[config.mk]
export PLATFORM = sky130hd
export DESIGN_NAME = psam_top
export DESIGN_NICKNAME = d
export VERILOG_FILES = /design/src/hw/psam_pkg.sv /design/src/hw/psam_read_format.sv /design/src/hw/psam_top.sv
export VERILOG_INCLUDE_DIRS = /design/src /design/src/hw
export SDC_FILE = /design/constraint.sdc
export NUM_CORES = 1
export LEC_CHECK = 0
export ABC_AREA = 0
export BUFFER_PORTS_ARGS = -buffer_cell sky130_fd_sc_hd__buf_2
export CORE_MARGIN = 2
export CORE_UTILIZATION = 46
export DETAILED_ROUTE_END_ITERATION = 8
export PLACE_DENSITY_LB_ADDON = 0.25
export SLEW_MARGIN = 20
export SYNTH_ARGS = -nofsm -noshare
export SYNTH_HDL_FRONTEND = slang
export SYNTH_HIERARCHICAL = 1
export SYNTH_SLANG_ARGS = --single-unit
[constraint.sdc]
create_clock -name clk_i -period 2 [get_ports clk_i]
set_input_delay 0 -clock clk_i [delete_from_list [all_inputs] [get_ports clk_i]]
set_output_delay 0 -clock clk_i [all_outputs]
set_load 0.03 [all_outputs]
[src/hw/psam_consts.svh]
/*
  constants of the program space access mapper: register offsets,
  field positions, reset values and extra-cycle counts.
  assumes nothing; included by bare name wherever needed.
*/
`ifndef PSAM_CONSTS_SVH
`define PSAM_CONSTS_SVH

// register byte offsets on the apb slave
`define PSAM_OFF_TBL_PAGE 12'h000
`define PSAM_OFF_VIS_PAGE 12'h004
`define PSAM_OFF_CPU_CTRL 12'h008
`define PSAM_OFF_STATUS 12'h00C

// field positions
`define PSAM_CTRL_VIS_EN_BIT 2
`define PSAM_STAT_BUSY_BIT 0
`define PSAM_STAT_CFGWR_BIT 1
`define PSAM_STAT_REDIR_BIT 2
`define PSAM_STAT_CFGRD_BIT 3
`define PSAM_PAGE_REGION_BIT 7

// reset values
`define PSAM_RST_TBL_PAGE 8'h00
`define PSAM_RST_VIS_PAGE 8'h00
`define PSAM_RST_VIS_EN 1'b0

// extra instruction cycles of a visibility-window read
`define PSAM_EXTRA_MOVE 2'd1
`define PSAM_EXTRA_OTHER 2'd2
`define PSAM_EXTRA_RPT_EDGE 2'd2
`define PSAM_EXTRA_RPT_MID 2'd0

`endif

[src/hw/psam_pkg.sv]
/*
  types of the program space access mapper.
  assumes nothing of its surroundings.
*/
package psam_pkg;

  // kind of access the core asks for
  typedef enum logic [2:0] {
    PSAM_OP_FETCH = 3'h0,
    PSAM_OP_DATA_RD = 3'h1,
    PSAM_OP_TBL_RD_LO = 3'h2,
    PSAM_OP_TBL_RD_HI = 3'h3,
    PSAM_OP_TBL_WR_LO = 3'h4,
    PSAM_OP_TBL_WR_HI = 3'h5
  } psam_op_t;

  // instruction class, steers window stretch
  typedef enum logic [1:0] {
    PSAM_CLS_MOVE = 2'h0,
    PSAM_CLS_DMOVE = 2'h1,
    PSAM_CLS_OTHER = 2'h2
  } psam_cls_t;

  // access sequencer, gray along idle-fetch-capture-stretch
  typedef enum logic [1:0] {
    PSAM_ST_IDLE = 2'b00,
    PSAM_ST_FETCH = 2'b01,
    PSAM_ST_CAPTURE = 2'b11,
    PSAM_ST_STRETCH = 2'b10
  } psam_state_t;

endpackage

[src/hw/psam_read_format.sv]
/*
  steers a 24-bit program word onto the 16-bit data result.
  assumes a stable word; purely combinational.
*/
`timescale 1ns/1ps
`default_nettype none

module psam_read_format import psam_pkg::*; (
  input wire logic [23:0] word_i,
  input wire logic high_i,
  input wire logic byte_mode_i,
  input wire logic byte_sel_i,
  output logic [15:0] data_o
);

  // lane selection; the high lane has a phantom byte that is zero
  always_comb begin
    if (!high_i) begin
      if (!byte_mode_i) begin
        data_o = word_i[15:0]; // see RULE9
      end else if (byte_sel_i) begin
        data_o = {8'h00, word_i[15:8]}; // see RULE10
      end else begin
        data_o = {8'h00, word_i[7:0]}; // see RULE10
      end
    end else begin
      if (!byte_mode_i || !byte_sel_i) begin
        data_o = {8'h00, word_i[23:16]}; // see RULE11
      end else begin
        data_o = 16'h0000; // see RULE12
      end
    end
  end

endmodule // psam_read_format

`default_nettype wire

[src/hw/psam_top.sv]
/*
  program space access mapper: table accesses and the read-only
  visibility window onto 24-bit program memory, plus instruction
  fetch addressing and an apb register slave.
  assumes flash returns a word one cycle after flash_rd_o, one clock,
  and a core that holds off while ready_o is low.
*/
// Notes on behaviour
// RULE1 - table address is page above effective address
// RULE2 - page top bit selects user or configuration
// RULE3 - window address: zero, page, low fifteen bits
// RULE4 - redirect only if address bit15 and enabled
// RULE5 - window page picks one of 256 pages
// RULE6 - window returns low sixteen bits of word
// RULE7 - fetch address advances two per word
// RULE8 - low ops hit low word, high upper byte
// RULE9 - word low read copies bits 15..0
// RULE10 - byte low read picks byte by select
// RULE11 - word high read, upper result byte zero
// RULE12 - byte high read zero when select set
// RULE13 - configuration: reads only, implemented places only
// RULE14 - table accesses need no word alignment
// RULE15 - window read adds at least one cycle; mid repeat the code adds none
// RULE16 - window redirection paused during table accesses
// RULE17 - outside repeat: moves one, others two
// RULE18 - repeat: edges two extra, else single cycle
// RULE19 - table writes fill latches, never the array
// RULE20 - fetch keeps bit23 and bit0 at zero
`timescale 1ns/1ps
`default_nettype none
`include "psam_consts.svh"

module psam_top import psam_pkg::*; #(
  parameter logic [23:0] CFG_IMPL_LO = 24'h80_0000, // implemented config
  parameter logic [23:0] CFG_IMPL_HI = 24'hFF_FFFF
) (
  input wire logic clk_i,
  input wire logic rst_i,
  // apb slave
  input wire logic psel_i,
  input wire logic penable_i,
  input wire logic pwrite_i,
  input wire logic [11:0] paddr_i,
  input wire logic [31:0] pwdata_i,
  output logic [31:0] prdata_o,
  output logic pready_o,
  output logic pslverr_o,
  // core request side
  input wire logic req_i,
  input wire psam_op_t op_i,
  input wire logic byte_mode_i,
  input wire logic [15:0] ea_i,
  input wire logic [15:0] wdata_i,
  input wire logic [21:0] pc_i,
  input wire psam_cls_t cls_i,
  input wire logic in_rpt_i,
  input wire logic rpt_edge_i,
  output logic ready_o,
  output logic done_o,
  output logic [15:0] rdata_o,
  output logic ram_path_o,
  output logic refused_o,
  // program flash side
  output logic [23:0] flash_addr_o,
  output logic flash_rd_o,
  input wire logic [23:0] flash_rdata_i,
  output logic latch_we_o,
  output logic latch_high_o,
  output logic latch_byte_o,
  output logic [15:0] latch_data_o
);

  //////////////////////////////////////////////////////////////////////
  // register file state
  logic [7:0] tbl_page_q; // table_page_reg
  logic [7:0] vis_page_q; // visibility_page_reg
  logic vis_en_q; // visibility_enable in cpu_control_reg
  logic cfg_wr_err_q; // sticky: refused config write
  logic cfg_rd_err_q; // sticky: unimplemented config read
  logic redir_q; // last data read went through the window
  logic pready_q;
  logic pslverr_q;
  logic [31:0] prdata_q;
  logic apb_fire; // access phase completing this edge
  logic apb_wr;
  logic apb_map; // address hits a register
  logic [31:0] rd_mux;

  // sequencer state
  psam_state_t state_q;
  psam_op_t op_q;
  logic byte_q;
  logic [15:0] ea_q;
  logic [1:0] cnt_q; // remaining stretch cycles
  logic done_q;
  logic ready_q;
  logic [15:0] rdata_q;
  logic ram_q;
  logic refused_q;
  logic [23:0] addr_q;
  logic rd_q;
  logic zero_rd_q; // read answered with zero, flash not touched
  logic tbl_act_q; // table access in flight
  logic lwe_q;
  logic lhigh_q;
  logic lbyte_q;
  logic [15:0] ldata_q;
  logic cfg_wr_set;
  logic cfg_rd_set;

  // decode of the incoming request
  logic take;
  logic is_tbl;
  logic is_wr;
  logic redirect;
  logic [23:0] tbl_addr;
  logic [23:0] vis_addr;
  logic [23:0] fetch_addr;
  logic cfg_hit;
  logic cfg_impl;
  logic [1:0] extra_d;
  logic [15:0] fmt_data;

  //////////////////////////////////////////////////////////////////////
  // apb decode; one wait state keeps pready a plain flop
  assign apb_fire = psel_i & penable_i & pready_q;
  assign apb_wr = apb_fire & pwrite_i & apb_map;
  assign apb_map = (paddr_i == `PSAM_OFF_TBL_PAGE) ||
                   (paddr_i == `PSAM_OFF_VIS_PAGE) ||
                   (paddr_i == `PSAM_OFF_CPU_CTRL) ||
                   (paddr_i == `PSAM_OFF_STATUS);

  // read mux, reserved bits read zero
  always_comb begin
    rd_mux = 32'h0000_0000;
    case (paddr_i)
      `PSAM_OFF_TBL_PAGE: rd_mux[7:0] = tbl_page_q;
      `PSAM_OFF_VIS_PAGE: rd_mux[7:0] = vis_page_q;
      `PSAM_OFF_CPU_CTRL: rd_mux[`PSAM_CTRL_VIS_EN_BIT] = vis_en_q;
      `PSAM_OFF_STATUS: begin
        rd_mux[`PSAM_STAT_BUSY_BIT] = (state_q != PSAM_ST_IDLE);
        rd_mux[`PSAM_STAT_CFGWR_BIT] = cfg_wr_err_q;
        rd_mux[`PSAM_STAT_REDIR_BIT] = redir_q;
        rd_mux[`PSAM_STAT_CFGRD_BIT] = cfg_rd_err_q;
      end
      default: rd_mux = 32'h0000_0000;
    endcase
  end

  // apb handshake and answer
  always_ff @(posedge clk_i) begin
    if (rst_i) begin
      pready_q <= 1'b0;
      pslverr_q <= 1'b0;
      prdata_q <= 32'h0000_0000;
    end else begin
      pready_q <= psel_i & penable_i & ~pready_q;
      if (psel_i & penable_i & ~pready_q) begin
        prdata_q <= pwrite_i ? 32'h0000_0000 : rd_mux;
        pslverr_q <= ~apb_map; // unmapped address answers with error
      end else begin
        pslverr_q <= 1'b0;
      end
    end
  end

  // page registers and window enable
  always_ff @(posedge clk_i) begin
    if (rst_i) begin
      tbl_page_q <= `PSAM_RST_TBL_PAGE;
      vis_page_q <= `PSAM_RST_VIS_PAGE;
      vis_en_q <= `PSAM_RST_VIS_EN;
    end else if (apb_wr) begin
      if (paddr_i == `PSAM_OFF_TBL_PAGE) begin
        tbl_page_q <= pwdata_i[7:0];
      end
      if (paddr_i == `PSAM_OFF_VIS_PAGE) begin
        vis_page_q <= pwdata_i[7:0]; // full 8 bits: 256 pages, see RULE5
      end
      if (paddr_i == `PSAM_OFF_CPU_CTRL) begin
        vis_en_q <= pwdata_i[`PSAM_CTRL_VIS_EN_BIT]; // see RULE4
      end
    end
  end

  // sticky status, write one to clear; a new event beats the clear
  always_ff @(posedge clk_i) begin
    if (rst_i) begin
      cfg_wr_err_q <= 1'b0;
      cfg_rd_err_q <= 1'b0;
    end else begin
      if (cfg_wr_set) begin
        cfg_wr_err_q <= 1'b1;
      end else if (apb_wr && paddr_i == `PSAM_OFF_STATUS &&
                   pwdata_i[`PSAM_STAT_CFGWR_BIT]) begin
        cfg_wr_err_q <= 1'b0;
      end
      if (cfg_rd_set) begin
        cfg_rd_err_q <= 1'b1;
      end else if (apb_wr && paddr_i == `PSAM_OFF_STATUS &&
                   pwdata_i[`PSAM_STAT_CFGRD_BIT]) begin
        cfg_rd_err_q <= 1'b0;
      end
    end
  end

  //////////////////////////////////////////////////////////////////////
  // request decode
  assign take = req_i & ready_q;
  assign is_tbl = (op_i == PSAM_OP_TBL_RD_LO) || (op_i == PSAM_OP_TBL_RD_HI)
               || is_wr; // see RULE8
  assign is_wr = (op_i == PSAM_OP_TBL_WR_LO) || (op_i == PSAM_OP_TBL_WR_HI);
  // full byte address kept, bit 0 is the byte select: see RULE14
  assign tbl_addr = {tbl_page_q, ea_i}; // see RULE1
  assign vis_addr = {1'b0, vis_page_q, ea_i[14:0]}; // see RULE3
  assign fetch_addr = {1'b0, pc_i, 1'b0}; // see RULE7, see RULE20
  assign cfg_hit = tbl_page_q[`PSAM_PAGE_REGION_BIT]; // see RULE2
  assign cfg_impl = (tbl_addr >= CFG_IMPL_LO) && (tbl_addr <= CFG_IMPL_HI);
  // a table access in flight pauses the window
  assign redirect = ea_i[15] & vis_en_q & ~tbl_act_q; // see RULE4, RULE16
  assign cfg_wr_set = take & is_wr & cfg_hit; // see RULE13
  assign cfg_rd_set = take & is_tbl & ~is_wr & cfg_hit & ~cfg_impl;

  // stretch length of a window read
  always_comb begin
    if (in_rpt_i) begin
      extra_d = rpt_edge_i ? `PSAM_EXTRA_RPT_EDGE
                           : `PSAM_EXTRA_RPT_MID; // see RULE18
    end else if (cls_i == PSAM_CLS_OTHER) begin
      extra_d = `PSAM_EXTRA_OTHER; // see RULE17
    end else begin
      extra_d = `PSAM_EXTRA_MOVE; // see RULE15, see RULE17
    end
  end

  // lane steering of the captured word
  psam_read_format u_fmt (
    .word_i(flash_rdata_i),
    .high_i(op_q == PSAM_OP_TBL_RD_HI),
    .byte_mode_i(byte_q),
    .byte_sel_i(ea_q[0]),
    .data_o(fmt_data)
  );

  //////////////////////////////////////////////////////////////////////
  // access sequencer: idle, fetch, capture, optional stretch
  always_ff @(posedge clk_i) begin
    if (rst_i) begin
      state_q <= PSAM_ST_IDLE;
      op_q <= PSAM_OP_FETCH;
      byte_q <= 1'b0;
      ea_q <= 16'h0000;
      cnt_q <= 2'd0;
      ready_q <= 1'b0;
      done_q <= 1'b0;
      rdata_q <= 16'h0000;
      ram_q <= 1'b0;
      refused_q <= 1'b0;
      addr_q <= 24'h00_0000;
      rd_q <= 1'b0;
      zero_rd_q <= 1'b0;
      tbl_act_q <= 1'b0;
      redir_q <= 1'b0;
    end else begin
      done_q <= 1'b0;
      rd_q <= 1'b0;
      case (state_q)
        PSAM_ST_IDLE: begin
          ready_q <= 1'b1;
          if (take) begin
            ready_q <= 1'b0;
            op_q <= op_i;
            byte_q <= byte_mode_i & is_tbl; // window keeps word, see RULE6
            ea_q <= ea_i;
            ram_q <= 1'b0;
            refused_q <= 1'b0;
            zero_rd_q <= 1'b0;
            cnt_q <= 2'd0;
            tbl_act_q <= is_tbl;
            state_q <= PSAM_ST_FETCH;
            if (op_i == PSAM_OP_FETCH) begin
              addr_q <= fetch_addr;
              rd_q <= 1'b1;
            end else if (op_i == PSAM_OP_DATA_RD) begin
              redir_q <= redirect;
              if (redirect) begin
                addr_q <= vis_addr;
                rd_q <= 1'b1;
                cnt_q <= extra_d;
              end else begin
                ram_q <= 1'b1; // plain data space, ram answers
                done_q <= 1'b1;
                ready_q <= 1'b1;
                state_q <= PSAM_ST_IDLE;
              end
            end else begin
              addr_q <= tbl_addr;
              if (is_wr) begin
                refused_q <= cfg_hit; // see RULE13
              end else if (cfg_hit && !cfg_impl) begin
                zero_rd_q <= 1'b1; // see RULE13
                refused_q <= 1'b1;
              end else begin
                rd_q <= 1'b1;
              end
            end
          end
        end
        PSAM_ST_FETCH: begin
          state_q <= PSAM_ST_CAPTURE;
        end
        PSAM_ST_CAPTURE: begin
          // flash word valid now, one cycle after the read strobe
          if (zero_rd_q || (op_q == PSAM_OP_TBL_WR_LO) ||
              (op_q == PSAM_OP_TBL_WR_HI)) begin
            rdata_q <= 16'h0000;
          end else begin
            rdata_q <= fmt_data; // see RULE6
          end
          if (cnt_q == 2'd0) begin
            done_q <= 1'b1;
            ready_q <= 1'b1;
            tbl_act_q <= 1'b0;
            state_q <= PSAM_ST_IDLE;
          end else begin
            state_q <= PSAM_ST_STRETCH;
          end
        end
        PSAM_ST_STRETCH: begin
          // window read holds the instruction for its extra cycles
          if (cnt_q == 2'd1) begin
            done_q <= 1'b1;
            ready_q <= 1'b1;
            state_q <= PSAM_ST_IDLE;
          end
          cnt_q <= cnt_q - 2'd1;
        end
        default: begin
          state_q <= PSAM_ST_IDLE;
          ready_q <= 1'b0;
        end
      endcase
    end
  end

  // holding latch load; the array itself is never written here
  always_ff @(posedge clk_i) begin
    if (rst_i) begin
      lwe_q <= 1'b0;
      lhigh_q <= 1'b0;
      lbyte_q <= 1'b0;
      ldata_q <= 16'h0000;
    end else begin
      lwe_q <= take & is_wr & ~cfg_hit; // see RULE19, see RULE13
      if (take && is_wr) begin
        lhigh_q <= (op_i == PSAM_OP_TBL_WR_HI);
        lbyte_q <= byte_mode_i;
        ldata_q <= wdata_i;
      end
    end
  end

  //////////////////////////////////////////////////////////////////////
  // outputs, all from flops
  assign prdata_o = prdata_q;
  assign pready_o = pready_q;
  assign pslverr_o = pslverr_q;
  assign ready_o = ready_q;
  assign done_o = done_q;
  assign rdata_o = rdata_q;
  assign ram_path_o = ram_q;
  assign refused_o = refused_q;
  assign flash_addr_o = addr_q;
  assign flash_rd_o = rd_q;
  assign latch_we_o = lwe_q;
  assign latch_high_o = lhigh_q;
  assign latch_byte_o = lbyte_q;
  assign latch_data_o = ldata_q;
endmodule // psam_top

`default_nettype wire

After elaboration in Yosys (flattened, before gate mapping)

Index checks and enable logic that the tools add are counted.

Magnitude comparators: 2
Equal/unequal tests: 20
Add/sub/neg operators: 1
Bitwise logic cells: 26
Mux-type cells: 58
Reduce and logical (&&, ||, !) cells: 40

Operators by type and width:

| kind                                                       | count |
|---|---|
| 2-to-1 mux 24 bit                                          | 3 |
| 2-to-1 mux 16 bit                                          | 3 |
| 2-to-1 mux 1 bit                                           | 30 |
| equality test 12 x 4 -> 1 bit (second input constant)      | 2 |
| greater-or-equal comparator 24 bit (second input constant) | 1 |
| <= comparator 24 bit (second input constant)               | 1 |
| 2-to-1 mux 8 bit                                           | 3 |
| 2-to-1 mux 2 bit                                           | 10 |
| bitwise AND 1 bit                                          | 16 |
| equality test 12 x 3 -> 1 bit (second input constant)      | 1 |
| equality test 3 bit (second input constant)                | 4 |
| zero test 12 bit                                           | 1 |
| AND reduction 2 bit                                        | 6 |
| NOT 1 bit                                                  | 10 |
| nonzero test 2 bit                                         | 5 |
| equality test 3 x 2 -> 1 bit (second input constant)       | 3 |
| logical OR 1 bit                                           | 9 |
| one-hot mux 1 bit (3 select lines)                         | 3 |
| AND reduction 3 bit                                        | 3 |
| one-hot mux 2 bit (4 select lines)                         | 1 |
| one-hot mux 4 bit (2 select lines)                         | 1 |
| equality test 2 bit (second input constant)                | 3 |
| logical AND 1 bit                                          | 6 |
| != test 2 bit (second input constant)                      | 3 |
| 15 further kinds                                           | 19 |

Input port bits: 136
Flip-flop bits (word level): 129
Word-level logic and storage cells: 174
Output and inout port bits: 98

Logic depth before layout (Yosys ltp)

Gate-level depths: netlist of run 1.

Depth after elaboration: 9
Depth in mapped cells: 8

By module

The synthesis of run 1 kept the hierarchy.

By module, submodules not included:

| module           | area an instance (um2) | times used | cells an instance |
|---|---|---|---|
| psam_top         | 4465.5                 | 1          | 520 |
| psam_read_format | 336.6                  | 1          | 39 |

Least setup slack after synthesis of run 1

No wires, ideal clock.

Path type: flip-flop to flip-flop
From: register pready_q (netlist: pready_o)
To: register tbl_page_q[5]
Arrival: 1.662 ns
Slack: 0.211 ns
Cell stages (with the launch flop): 6
Buffers on the path: 1
Path through: dfxtp_1 -> nand4_1 -> or4_1 -> buf_2 -> mux2i_1 -> nor2_1

Longest elaborated chain between the ends: 4

Ends and longest elaborated chain:

| element                        | RTL line        | RTL |
|---|---|---|
| start: declaration             | psam_top.sv:81  | `logic pready_q;` |
| start signal: assignment       | psam_top.sv:157 | `pready_q <= psel_i & penable_i & ~pready_q;` |
| bitwise AND 1 bit              | psam_top.sv:126 | `assign apb_fire = psel_i & penable_i & pready_q;` |
| bitwise AND 1 bit (2 in a row) | psam_top.sv:127 | `assign apb_wr = apb_fire & pwrite_i & apb_map;` |
| AND reduction 2 bit (no line)  | --              |  |
| end signal: assignment         | psam_top.sv:170 | `` tbl_page_q <= `PSAM_RST_TBL_PAGE; `` |
| end signal: assignment         | psam_top.sv:175 | `tbl_page_q <= pwdata_i[7:0];` |
| end: declaration               | psam_top.sv:75  | `logic [7:0] tbl_page_q;` |

Every way passes these cells.
A chain may end at the register's enable or synchronous reset.

Worst setup path in the final report of run 1

From: input port paddr_i[1]
To: register tbl_page_q[4]

Longest elaborated chain between the ends: 6
Elaborated cells between the ends (all ways): 9
Those cells by class: 3 x eq/ne; 1 x bitwise; 5 x reduce/logical

Ends and longest elaborated chain:

| element                                                                  | RTL line        | RTL |
|---|---|---|
| start: declaration                                                       | psam_top.sv:43  | `input wire logic [11:0] paddr_i,` |
| equality test 12 x 3 -> 1 bit / zero test 12 bit (equally long branches) | --              |  |
| logical OR 1 bit (3 in a row)                                            | psam_top.sv:128 | `` assign apb_map = (paddr_i == `PSAM_OFF_TBL_PAGE) \|\| `` |
| bitwise AND 1 bit                                                        | psam_top.sv:127 |  |
| AND reduction 2 bit (no line) (*)                                        | --              |  |

Mark *: on every way between the ends. The rest lies on a longest branch, timed or not.

==> results of run 1 <==
[registers in the layout, indices dropped and copies added (netlist names), 2 cells and up]
signal        count
prdata_o          8
op_q              3
vis_page_q        8
rdata_o          16
latch_data_o     16
flash_addr_o     24
tbl_page_q        8
state_q           2
cnt_q             2
[through the flow]
stage               total power [mW]  utilization [%]  instances
floorplan                      2.726                -        582
global placement               2.933            56.44        858
detailed placement             2.951            56.44        858
CTS                            4.424            64.64        936
global route                   4.594            64.74        937
finish                         4.391            64.74        937
[how the worst max path moves through the flow]
stage | start | to | slack, ns | depth (start not counted)
2_1_floorplan | pready_o$_SDFF_PP0_ | tbl_page_q[5]$_SDFFE_PP0P_ | 0.21 | 5
3_3_place_gp | paddr_i[9] | tbl_page_q[6]$_SDFFE_PP0P_ | 0.22 | 6
3_5_place_dp | paddr_i[9] | tbl_page_q[4]$_SDFFE_PP0P_ | 0.21 | 6
4_1_cts | paddr_i[1] | tbl_page_q[4]$_SDFFE_PP0P_ | 0.22 | 7
5_1_grt | ready_o$_SDFFE_PP0P_ | flash_addr_o[4]$_SDFFE_PP0P_ | 0.09 | 6
6_report | paddr_i[1] | tbl_page_q[4]$_SDFFE_PP0P_ | 0.18 | 7
[synthesized netlist by cell type, drive strengths merged (9+ instances only)]
| master | instances |
|---|---|
| nand2 | 89 |
| nor3 | 9 |
| o21ai | 26 |
| clkbuf | 27 |
| a21oi | 47 |
| a22oi | 16 |
| buf | 37 |
| dfxtp | 105 |
| nor2 | 59 |
| a311oi | 15 |
| nand3 | 9 |
| and2 | 9 |
| mux2i | 38 |
[timing repair]
item | 4_1_cts | 5_1_grt
gates resized for setup | 0 | 0
hold buffers | 63 | 1
hold endpoints to repair | 60 | 1
[kinds of logic after synthesis]
logic type	share of synthesized area [%]
mux	8.624
fa+ha+maj	0.5210
simple gates	21.29
buf+inv	8.155
compound gates	17.38
xor+xnor	0.1824
other cells	0.07809
flops	43.77
[layer usage]
layer  GRT usage, %  vias to the layer above  share of wire, %
met5              0                        -                 0
met4          7.519                        0               1.6
met3          4.844                       19               5.9
met2          43.13                      176                52
met1          26.87                     2251                41
li1               -                     2390                 -
[worst min-delay path, cell delays in order]
cell and delay (ns):
sky130_fd_sc_hd__buf_2 0.09, sky130_fd_sc_hd__and2_1 0.11, sky130_fd_sc_hd__a22oi_1 0.06, sky130_fd_sc_hd__nor2_1 0.07
[cell type report]
class / count / share of cell area (%)
clock inverter: 5 / 1.228
tap: 136 / 2.569
timing repair buffer: 268 / 25.80
inverter: 5 / 0.2833
multi-input combinational: 408 / 36.46
clock buffer: 10 / 1.927
sequential: 105 / 31.73
[power by group through the flow]
stage                     Sequential, mW  Clock [mW]  Combinational, mW
after global placement              2.24           0              0.691
after floorplan                     2.34           0              0.384
final                               2.20        1.38              0.812
after detailed placement            2.25           0              0.705
after CTS                           2.20        1.43              0.800
after global routing                2.21        1.51              0.879
[layout by cell type, fill, tap and decap left out, drive strengths merged, types with 2 or more instances in the layout]
cell type    count
nand2           89
clkbuf          10
buf            204
inv              5
nor2            59
nor3             9
nand4b           8
nand3            9
a22o             4
or4              6
bufinv           2
o211ai           8
nor4             5
clkinv           2
conb            24
a311oi          15
and2             9
mux2i           38
a22oi           16
o21ai           26
dlygate4sd3     64
dfxtp          105
a21oi           47
a31oi            2
nand3b           2
ha               2
and3             4
o2bb2ai          4
nand4            3
nor2b            5
==> summary.txt, run 1 <==
Power
  • Sw Ratio: 27.47%
  • Net Switching: 1.206 mW
  • Clock share of power: 31.5%
  • Internal power: 3.185 mW
  • Power density of the placed cells: 663.0 mW/mm²
  • Sequential share of power: 50.1%
  • Maximum vdd drop: 575.7 µV
  • Combinational fraction of design power: 18.5%
  • Leakage power: ~2.9 nW

Min path
  • Worst hold path stage count: 4
  • Hold Crit Endpoint: rdata_o[14]$_SDFFE_PP0P_
  • Kind of path behind the tightest hold check: in -> reg
  • Hold Path Origin: flash_rdata_i[14]

STA
  • Slew Limit Fails: 0
  • Final period util: 90.88%
  • Unrepaired setup endpoints after global routing: no
  • Max Freq: around 550 MHz
  • Setup TNS Final: 0 ns
  • Final setup fails: 0
  • Worst slew pin tran: 0.7218 ns
  • Post-route worst setup slack: 0.1823 ns
  • Final clock skew: 0.009539 ns
  • Relative max-transition margin: around half
  • Final number of hold-violating endpoints: 0
  • WHS: 0.009561 ns
  • Fin crit period: roughly 1.8 ns

Placed design
  • Half-perimeter wire length after detailed placement: 9241 µm
  • Worst slack at placement: 0.2102 ns
  • Area post-placement: 0.005774 mm²
  • Number of buffers inserted by port buffering: 185
  • Weighted congestion reported at the end of routability-driven placement: 0.7797

Worst setup path
  • Largest fanout on the critical path: 8
  • CP max stage delay: 0.54 ns
  • Cell-by-cell trace of the critical path: dlygate4sd3_1 > buf_2 > or4_1 > or4_1 > buf_4 > mux2i_1 > nor2_1
  • Critical Path Sink Type: flip-flop
  • CP delay by family, top: simple AND/OR/NAND/NOR gates
  • Arrival time worst endpoint: 2.04 ns
  • Critical path's slowest cell: sky130_fd_sc_hd__dlygate4sd3_1
  • Launch instance of the worst register-to-register path: pready_o$_SDFF_PP0_
  • Capturing point of the worst reg2reg path: tbl_page_q[4]$_SDFFE_PP0P_
  • Required time of the critical path: around 2.2 ns
  • Buf/Inv on CP: 3
  • Startpoint class of the critical path: input pin
  • R2R setup slack: 0.26 ns
  • Most used cell, CP: sky130_fd_sc_hd__or4_1
  • CP Class: in -> reg
  • Reg2Reg Depth: 5

Detailed routing
  • Vias per cell: 5.161
  • Drt drc: 0
  • Wire length per cell after detailed routing: 14.69 µm
  • Post-detailed-routing wire length: 13760 µm
  • DR vias: 4836
  • Violation count after the first detailed-routing iteration: 322
  • Number of nets still failing antenna checks after routing: 0
  • TritonRoute pass-1 iters: 5

Global route
  • GRT overflow: 0
  • Largest net degree at the start of global routing: 70
  • Aggregate global-route resource usage: 23.41%
  • Wire length of the first global-routing pass: around 21000 µm
  • Number of antenna violations at the first check in global routing: 1
  • Number of global-route vias before repair: 4524

Finish
  • Multi-input combinational cell area: 0.002415 mm²
  • Area growth, synth to finish: 37.94%
  • Cell area after layout: between 0.006 and 0.007 mm²
  • Fraction of layout cells with a size suffix above 1: 29.46%
  • Antenna diode count: 0
  • Count of nets after finishing: 935
  • Fillers: 905
  • Flip-flop and latch area: 0.002102 mm²

Yosys
  • Synth Flop Type: sky130_fd_sc_hd__dfxtp_1
  • Synth top area share: 43.77%
  • Netlist cell types: 48
  • Mean instance size in the synthesized netlist: 8.591 µm²
  • Post-synthesis sequential area ratio: 43.77%
  • Number of warnings reported in the yosys synthesis log: 6
  • Ranking of synthesized cells by area: sky130_fd_sc_hd__dfxtp_1 44%, sky130_fd_sc_hd__mux2i_1 7.9%, sky130_fd_sc_hd__nand2_1 7.0%
  • Async S/R FF share, synth: 0%
  • Post-synthesis cell area: 0.004802 mm²
  • Gate count after technology mapping: 559
  • FF+latch count, synth: 105
  • Post-synth EDFFs: 0
  • Synth area leader: sky130_fd_sc_hd__dfxtp_1

Floorplanning
  • Effective utilization at floorplan: a little under half
  • Row cnt: 37
  • Horizontal extent of the die: between 100 and 150 µm
  • Core area: 0.01023 mm²
  • Die Span Y: 106.2 µm
  • Die ar.: roughly 0.011 mm²
  • IO Pins: 234

Clock tree
  • Clock sink total: between 100 and 150
  • Post-CTS Setup Repair Bufs: 0
  • Insertion delay to the later sink of the worst-skew pair: 0.36 ns
  • Clk root buf: sky130_fd_sc_hd__clkbuf_8
  • Clock transition at the registers of the reported paths: 0.09 ns
  • Buffer depth of the longest clock path: 2
  • TritonCTS Buffers: 9
  • Clock H-tree levels: 3
  • Clock tree from TritonCTS: built

Status
  • Run status: finished clean

Flow run
  • Max-cap violation count: 0
Note: power is estimated with default switching activity, not from simulation.
==> run 2, diff against run 1 <==
--- a/config.mk
+++ b/config.mk
@@ -9,7 +9,7 @@
 export ABC_AREA = 0
 export BUFFER_PORTS_ARGS = -buffer_cell sky130_fd_sc_hd__buf_2
 export CORE_MARGIN = 2
-export CORE_UTILIZATION = 46
+export CORE_UTILIZATION = 40
 export DETAILED_ROUTE_END_ITERATION = 8
 export PLACE_DENSITY_LB_ADDON = 0.25
 export SLEW_MARGIN = 20
==> constraint.sdc (replaced) <==
create_clock -name clk_i -period 2 [get_ports clk_i]
set_input_delay 0 -clock clk_i [delete_from_list [all_inputs] [get_ports clk_i]]
set_output_delay 0 -clock clk_i [all_outputs]
set_load 0.02 [all_outputs]
==> summary.txt, run 2 (synthesis results as in run 1) <==
Detailed routing
  • DR vias: 4865 (+0.60%)
  • Vias per cell: 5.121 (-0.78%)
  • Number of nets still failing antenna checks after routing: 0 (unchanged)
  • Drt drc: 0 (unchanged)
  • Post-detailed-routing wire length: 14110 µm (+2.5%)
  • Wire length per cell after detailed routing: 14.85 µm (+1.1%)
  • Violation count after the first detailed-routing iteration: 271 (-16%)
  • TritonRoute pass-1 iters: 4 (-1)

Worst setup path
  • Required time of the critical path: 2.21 ns (about the same)
  • Reg2Reg Depth: 6 (+1)
  • Largest fanout on the critical path: 8 (unchanged)
  • R2R setup slack: 0.24 ns (-0.02 ns)
  • Arrival time worst endpoint: 2.02 ns (-0.02 ns)
  • Startpoint class of the critical path: input pin
  • Critical Path Sink Type: flip-flop
  • CP Class: in -> reg
  • Launch instance of the worst register-to-register path: state_q[0]$_SDFFE_PP0P_
  • Capturing point of the worst reg2reg path: flash_addr_o[5]$_SDFFE_PP0P_

Finish
  • Fillers: 1046 (+16%)
  • Fraction of layout cells with a size suffix above 1: 29.89% (+0.42 points)
  • Area growth, synth to finish: 40.44%
  • Leading cell type in the layout, fill and taps excluded: sky130_fd_sc_hd__buf_2
  • Final std cells w/o fill: 950 (+1.4%)
  • Count of nets after finishing: 936 (+0.11%)
  • Number of flip-flops under the largest register name: 24 (unchanged)
  • Commonest cells after routing, fill and taps aside: 184 x sky130_fd_sc_hd__buf_2, 105 x sky130_fd_sc_hd__dfxtp_1, 89 x sky130_fd_sc_hd__nand2_1
  • Antenna diode count: 0 (unchanged)

Min path
  • Hold Crit Endpoint: cnt_q[0]$_SDFFE_PP0P_
  • Worst hold path stage count: 4 (unchanged)
  • Hold Path Origin: cls_i[0]
  • Kind of path behind the tightest hold check: in -> reg

Placed design
  • Weighted congestion reported at the end of routability-driven placement: 0.7615 (-2.3%)
  • Placed Cells incl. Taps: 872 (+1.6%)
  • Half-perimeter wire length after detailed placement: 9631 µm (+4.2%)
  • Number of buffers inserted by port buffering: 185 (unchanged)

Power
  • Total Power: 4.746 mW (+8.1%)
  • Power density of the placed cells: 703.8 mW/mm² (+6.2%)
  • Leakage power: 2.958 nW (+1.7%)
  • Maximum vdd drop: 372.0 µV (-35%)

STA
  • Worst slew pin tran: 0.7127 ns (-0.009127 ns)
  • Unrepaired setup endpoints after global routing: no
  • Final period util: 90.56% (-0.32 points)
  • Relative max-transition margin: 52.36% (+0.48 points)
  • Max Freq: 552.1 MHz (+0.35%)
  • Slew Limit Fails: 0 (unchanged)
  • Final setup fails: 0 (unchanged)
  • Setup TNS Final: 0 ns (unchanged)
  • Fin crit period: 1.811 ns (-0.006427 ns)
  • Final number of hold-violating endpoints: 0 (unchanged)
  • Final clock skew: 0.004602 ns (-0.004937 ns)

Clock tree
  • Insertion delay to the later sink of the worst-skew pair: 0.34 ns (-0.02 ns)
  • Buffer depth of the longest clock path: 2 (unchanged)
  • TritonCTS Buffers: 9 (unchanged)
  • Clock sink total: 105 (unchanged)
  • Clock transition at the registers of the reported paths: 0.07 ns (-0.02 ns)
  • Clock tree from TritonCTS: built
  • Number of gates resized after cts: 0 (unchanged)
  • Clock H-tree levels: 3 (unchanged)
  • Clk root buf: sky130_fd_sc_hd__clkbuf_16

Flow run
  • Max-cap violation count: 0 (unchanged)

Floorplanning
  • Core area: 0.01186 mm² (+16%)
  • Effective utilization at floorplan: 40.49% (-6.5 points)
  • IO Pins: 234 (unchanged)
  • Horizontal extent of the die: 113.6 µm (+7.0%)
  • Die ar.: 0.01290 mm² (+14%)
  • Die Span Y: 113.6 µm (+7.0%)
  • Row cnt: 40 (+8.1%)

Status
  • Run status: finished clean

Global route
  • GRT overflow: 0 (unchanged)
  • Wire length of the first global-routing pass: 21540 µm (+1.0%)
  • Aggregate global-route resource usage: 20.83% (-2.6 points)
  • Largest net degree at the start of global routing: 68 (-2.9%)
  • Number of antenna violations at the first check in global routing: 0 (-1)
  • Number of global-route vias before repair: 4626 (+2.3%)
## run 2: worst max-delay path by stage
| stage | startpoint | endpoint | slack, ns | cells after the start |
|---|---|---|---|---|
| after floorplan | pready_o$_SDFF_PP0_ | tbl_page_q[5]$_SDFFE_PP0P_ | 0.30 | 5 |
| after global placement | paddr_i[9] | tbl_page_q[6]$_SDFFE_PP0P_ | 0.23 | 6 |
| after detailed placement | paddr_i[9] | tbl_page_q[0]$_SDFFE_PP0P_ | 0.21 | 6 |
| after CTS | paddr_i[1] | tbl_page_q[0]$_SDFFE_PP0P_ | 0.20 | 7 |
| after global routing | paddr_i[1] | tbl_page_q[0]$_SDFFE_PP0P_ | 0.10 | 7 |
| final | paddr_i[1] | tbl_page_q[1]$_SDFFE_PP0P_ | 0.19 | 7 |
## run 2: cell type report
class | instances | area [µm²] | share of cell area, %
multi-input cells | 408 | 2415 | 35.81
flip-flops and latches | 105 | 2102 | 31.17
repair buffers | 269 | 1727 | 25.60
clock buffers | 11 | 242.7 | 3.599
well taps | 147 | 183.9 | 2.727
clock inverters | 5 | 55.05 | 0.8163
inverters | 5 | 18.77 | 0.2783
## run 2: layer usage
metal	part of all wire [%]	wire length [µm]	track usage [%]
met1	42	5932	23.85
met2	51	7224	37.88
met3	4.8	679	3.932
met4	1.9	271	8.862
met5	0	0	0
## run 2: repair_timing
| action | in CTS | in global routing |
|---|---|---|
| endpoints found under the hold margin | 59 | 0 |
| buffers inserted | 0 | 0 |
| hold buffers | 62 | 0 |
## run 2: power by group
group | switching, mW | internal, mW | total (mW)
sequential | 0.0376 | 2.16 | 2.20
combinational | 0.428 | 0.338 | 0.766
clock | 0.783 | 1.00 | 1.78
total | 1.25 | 3.50 | 4.75
## run 2: critical path, stage by stage
cell and delay [ns]:
sky130_fd_sc_hd__dlygate4sd3_1 0.53, sky130_fd_sc_hd__buf_2 0.15, sky130_fd_sc_hd__or4_1 0.50, sky130_fd_sc_hd__or4_1 0.41, sky130_fd_sc_hd__buf_4 0.21, sky130_fd_sc_hd__mux2i_1 0.18
sky130_fd_sc_hd__nor2_1 0.05
## run 2: per-stage QoR
stage          hold slack (ns)  area (µm²)  setup slack [ns]  utilization, %
6_report               0.02197        6744            0.1888           56.86
3_5_place_dp            0.2145        5826            0.2149           49.11
4_1_cts                0.02091        6744            0.1958           56.86
2_1_floorplan          0.08429        4888            0.2978               -
3_3_place_gp            0.2177        5826            0.2296           49.11
5_1_grt                0.03670        6744            0.1041           56.86
==> run 3, diff against run 2 <==
--- a/config.mk
+++ b/config.mk
@@ -9,7 +9,7 @@
 export ABC_AREA = 0
 export BUFFER_PORTS_ARGS = -buffer_cell sky130_fd_sc_hd__buf_2
 export CORE_MARGIN = 2
-export CORE_UTILIZATION = 40
+export CORE_UTILIZATION = 35
 export DETAILED_ROUTE_END_ITERATION = 8
 export PLACE_DENSITY_LB_ADDON = 0.25
 export SLEW_MARGIN = 20
==> summary.txt, run 3 (synthesis results as in run 1) <==
Clock tree
  • Clock tree from TritonCTS: built
  • Clock transition at the registers of the reported paths: 0.07 ns (about the same)
  • Number of gates resized after cts: 0 (unchanged)
  • Clock sink total: 105 (unchanged)
  • Hold bufs inserted after CTS: 61 (-1.6%)
  • Clk root buf: sky130_fd_sc_hd__clkbuf_16
  • Buffer depth of the longest clock path: 2 (unchanged)
  • Insertion delay to the later sink of the worst-skew pair: 0.34 ns (about the same)
  • Clock H-tree levels: 3 (unchanged)
  • TritonCTS Buffers: 9 (unchanged)
  • Post-CTS Setup Repair Bufs: 0 (unchanged)

Floorplanning
  • Core area: 0.01330 mm² (+12%)
  • IO Pins: 234 (unchanged)
  • Die ar.: 0.01467 mm² (+14%)
  • Effective utilization at floorplan: 36.12% (-4.4 points)
  • Horizontal extent of the die: 121.1 µm (+6.7%)
  • Die Span Y: 121.1 µm (+6.7%)
  • Row cnt: 42 (+5.0%)

Global route
  • Number of global-route vias before repair: 4536 (-1.9%)
  • Number of antenna violations at the first check in global routing: 0 (unchanged)
  • Aggregate global-route resource usage: 19.03% (-1.8 points)
  • Wire length of the first global-routing pass: 22160 µm (+2.9%)
  • Largest net degree at the start of global routing: 68 (unchanged)
  • GRT overflow: 0 (unchanged)

Worst setup path
  • CP Class: in -> reg
  • R2R setup slack: 0.28 ns (+0.04 ns)
  • Critical Path Sink Type: flip-flop
  • Largest fanout on the critical path: 19 (+11)
  • Startpoint class of the critical path: input pin
  • Arrival time worst endpoint: 1.93 ns (-0.09 ns)
  • Reg2Reg Depth: 5 (-1)
  • Critical path's slowest cell: sky130_fd_sc_hd__nand3_1
  • Cell-by-cell trace of the critical path: dlygate4sd3_1 > buf_2 > nor2b_1 > nand3_1 > nand2_1 > a21oi_1
  • CP max stage delay: 0.58 ns (+0.05 ns)
  • Required time of the critical path: 2.20 ns (about the same)

Placed design
  • Number of buffers inserted by port buffering: 185 (unchanged)
  • Half-perimeter wire length after detailed placement: 9909 µm (+2.9%)
  • Weighted congestion reported at the end of routability-driven placement: 0.7726 (+1.5%)

STA
  • Setup TNS Final: 0 ns (unchanged)
  • Fin crit period: 1.736 ns (-0.07483 ns)
  • Final number of hold-violating endpoints: 0 (unchanged)
  • Relative max-transition margin: 49.80% (-2.6 points)
  • Max Freq: 575.9 MHz (+4.3%)
  • Final setup fails: 0 (unchanged)
  • Final period util: 86.82% (-3.7 points)
  • Slew Limit Fails: 0 (unchanged)
  • Final clock skew: 0.004244 ns (-0.0003585 ns)
  • Unrepaired setup endpoints after global routing: no
  • Worst slew pin tran: 0.7508 ns (+0.03817 ns)

Finish
  • Fillers: 1284 (+23%)
  • Leading cell type in the layout, fill and taps excluded: sky130_fd_sc_hd__buf_2
  • Area growth, synth to finish: 40.78%
  • Count of nets after finishing: 936 (unchanged)
  • Commonest cells after routing, fill and taps aside: 184 x sky130_fd_sc_hd__buf_2, 105 x sky130_fd_sc_hd__dfxtp_1, 89 x sky130_fd_sc_hd__nand2_1
  • Fraction of layout cells with a size suffix above 1: 29.76% (-0.12 points)
  • Number of flip-flops under the largest register name: 24 (unchanged)

Detailed routing
  • Wire length per cell after detailed routing: 14.59 µm (-1.7%)
  • Number of nets still failing antenna checks after routing: 0 (unchanged)
  • Vias per cell: 4.921 (-3.9%)
  • Post-detailed-routing wire length: 14300 µm (+1.4%)
  • Drt drc: 0 (unchanged)
  • TritonRoute pass-1 iters: 4 (unchanged)
  • DR vias: 4823 (-0.86%)
  • Violation count after the first detailed-routing iteration: 179 (-34%)

Status
  • Run status: finished clean

Power
  • Total Power: 4.715 mW (-0.66%)
  • Leakage power: 2.957 nW (about the same)
  • Power density of the placed cells: 697.5 mW/mm² (-0.90%)
  • Maximum vdd drop: 392.6 µV (+5.6%)

Min path
  • Kind of path behind the tightest hold check: in -> reg
  • Worst hold path stage count: 4 (unchanged)

Flow run
  • Max-cap violation count: 0 (unchanged)
-- run 3: cell count changes in the layout (fill, tap and decap cells not counted), sizes merged --
cell	change
clkbuf	+2
clkinvlp	-2
buf	+1
diode	+1
dlygate4sd3	-1
-- run 3: final timing paths --
check,startpoint,endpoint
max,op_i[2],latch_data_o[15]$_SDFFE_PP0P_
min,cls_i[0],cnt_q[0]$_SDFFE_PP0P_
max reg2reg,pready_o$_SDFF_PP0_,tbl_page_q[6]$_SDFFE_PP0P_
min reg2reg,ram_path_o$_SDFFE_PP0P_,ram_path_o$_SDFFE_PP0P_
-- run 3: layer usage --
metal / global-route usage [%] / part of all wire [%]
met5: 0 / 0
met4: 7.830 / 2.2
met3: 3.759 / 6.0
met2: 33.85 / 50
met1: 22.26 / 42
-- run 3: cell type report --
| type | instances | area [µm²] | area share [%] |
|---|---|---|---|
| timing repair buffer | 269 | 1712 | 25.32 |
| antenna | 1 | 2.502 | 0.03702 |
| sequential | 105 | 2102 | 31.09 |
| multi-input combinational | 408 | 2415 | 35.72 |
| tap | 176 | 220.2 | 3.257 |
| clock inverter | 3 | 40.04 | 0.5923 |
| inverter | 5 | 18.77 | 0.2776 |
| clock buffer | 13 | 250.2 | 3.702 |
-- run 3: through the flow --
step | worst slack (ns) | hold slack [ns] | cells | util, % | cell area, µm²
2_1_floorplan | 0.2978 | 0.08429 | 582 | - | 4888
3_3_place_gp | 0.2317 | 0.2223 | 902 | 44.05 | 5857
3_5_place_dp | 0.2220 | 0.2393 | 902 | 44.05 | 5857
4_1_cts | 0.2719 | 0.008139 | 979 | 50.83 | 6758
5_1_grt | 0.1265 | 0.03571 | 979 | 50.83 | 6758
6_report | 0.2636 | 0.01393 | 980 | 50.85 | 6760
-- run 3: report_power, final --
| group | internal, mW | leakage (nW) | switching [mW] |
|---|---|---|---|
| Sequential | 2.16 | 0.850 | 0.0373 |
| Combinational | 0.333 | 1.96 | 0.429 |
| Clock | 1.00 | 0.144 | 0.755 |
-- run 3: critical path: cells and delay by family --
kind	cells	cell delay, ns
AOI/OAI and AO/OA	1	0.10
buffers and inverters	2	0.73
and+or+nand+nor	3	1.11
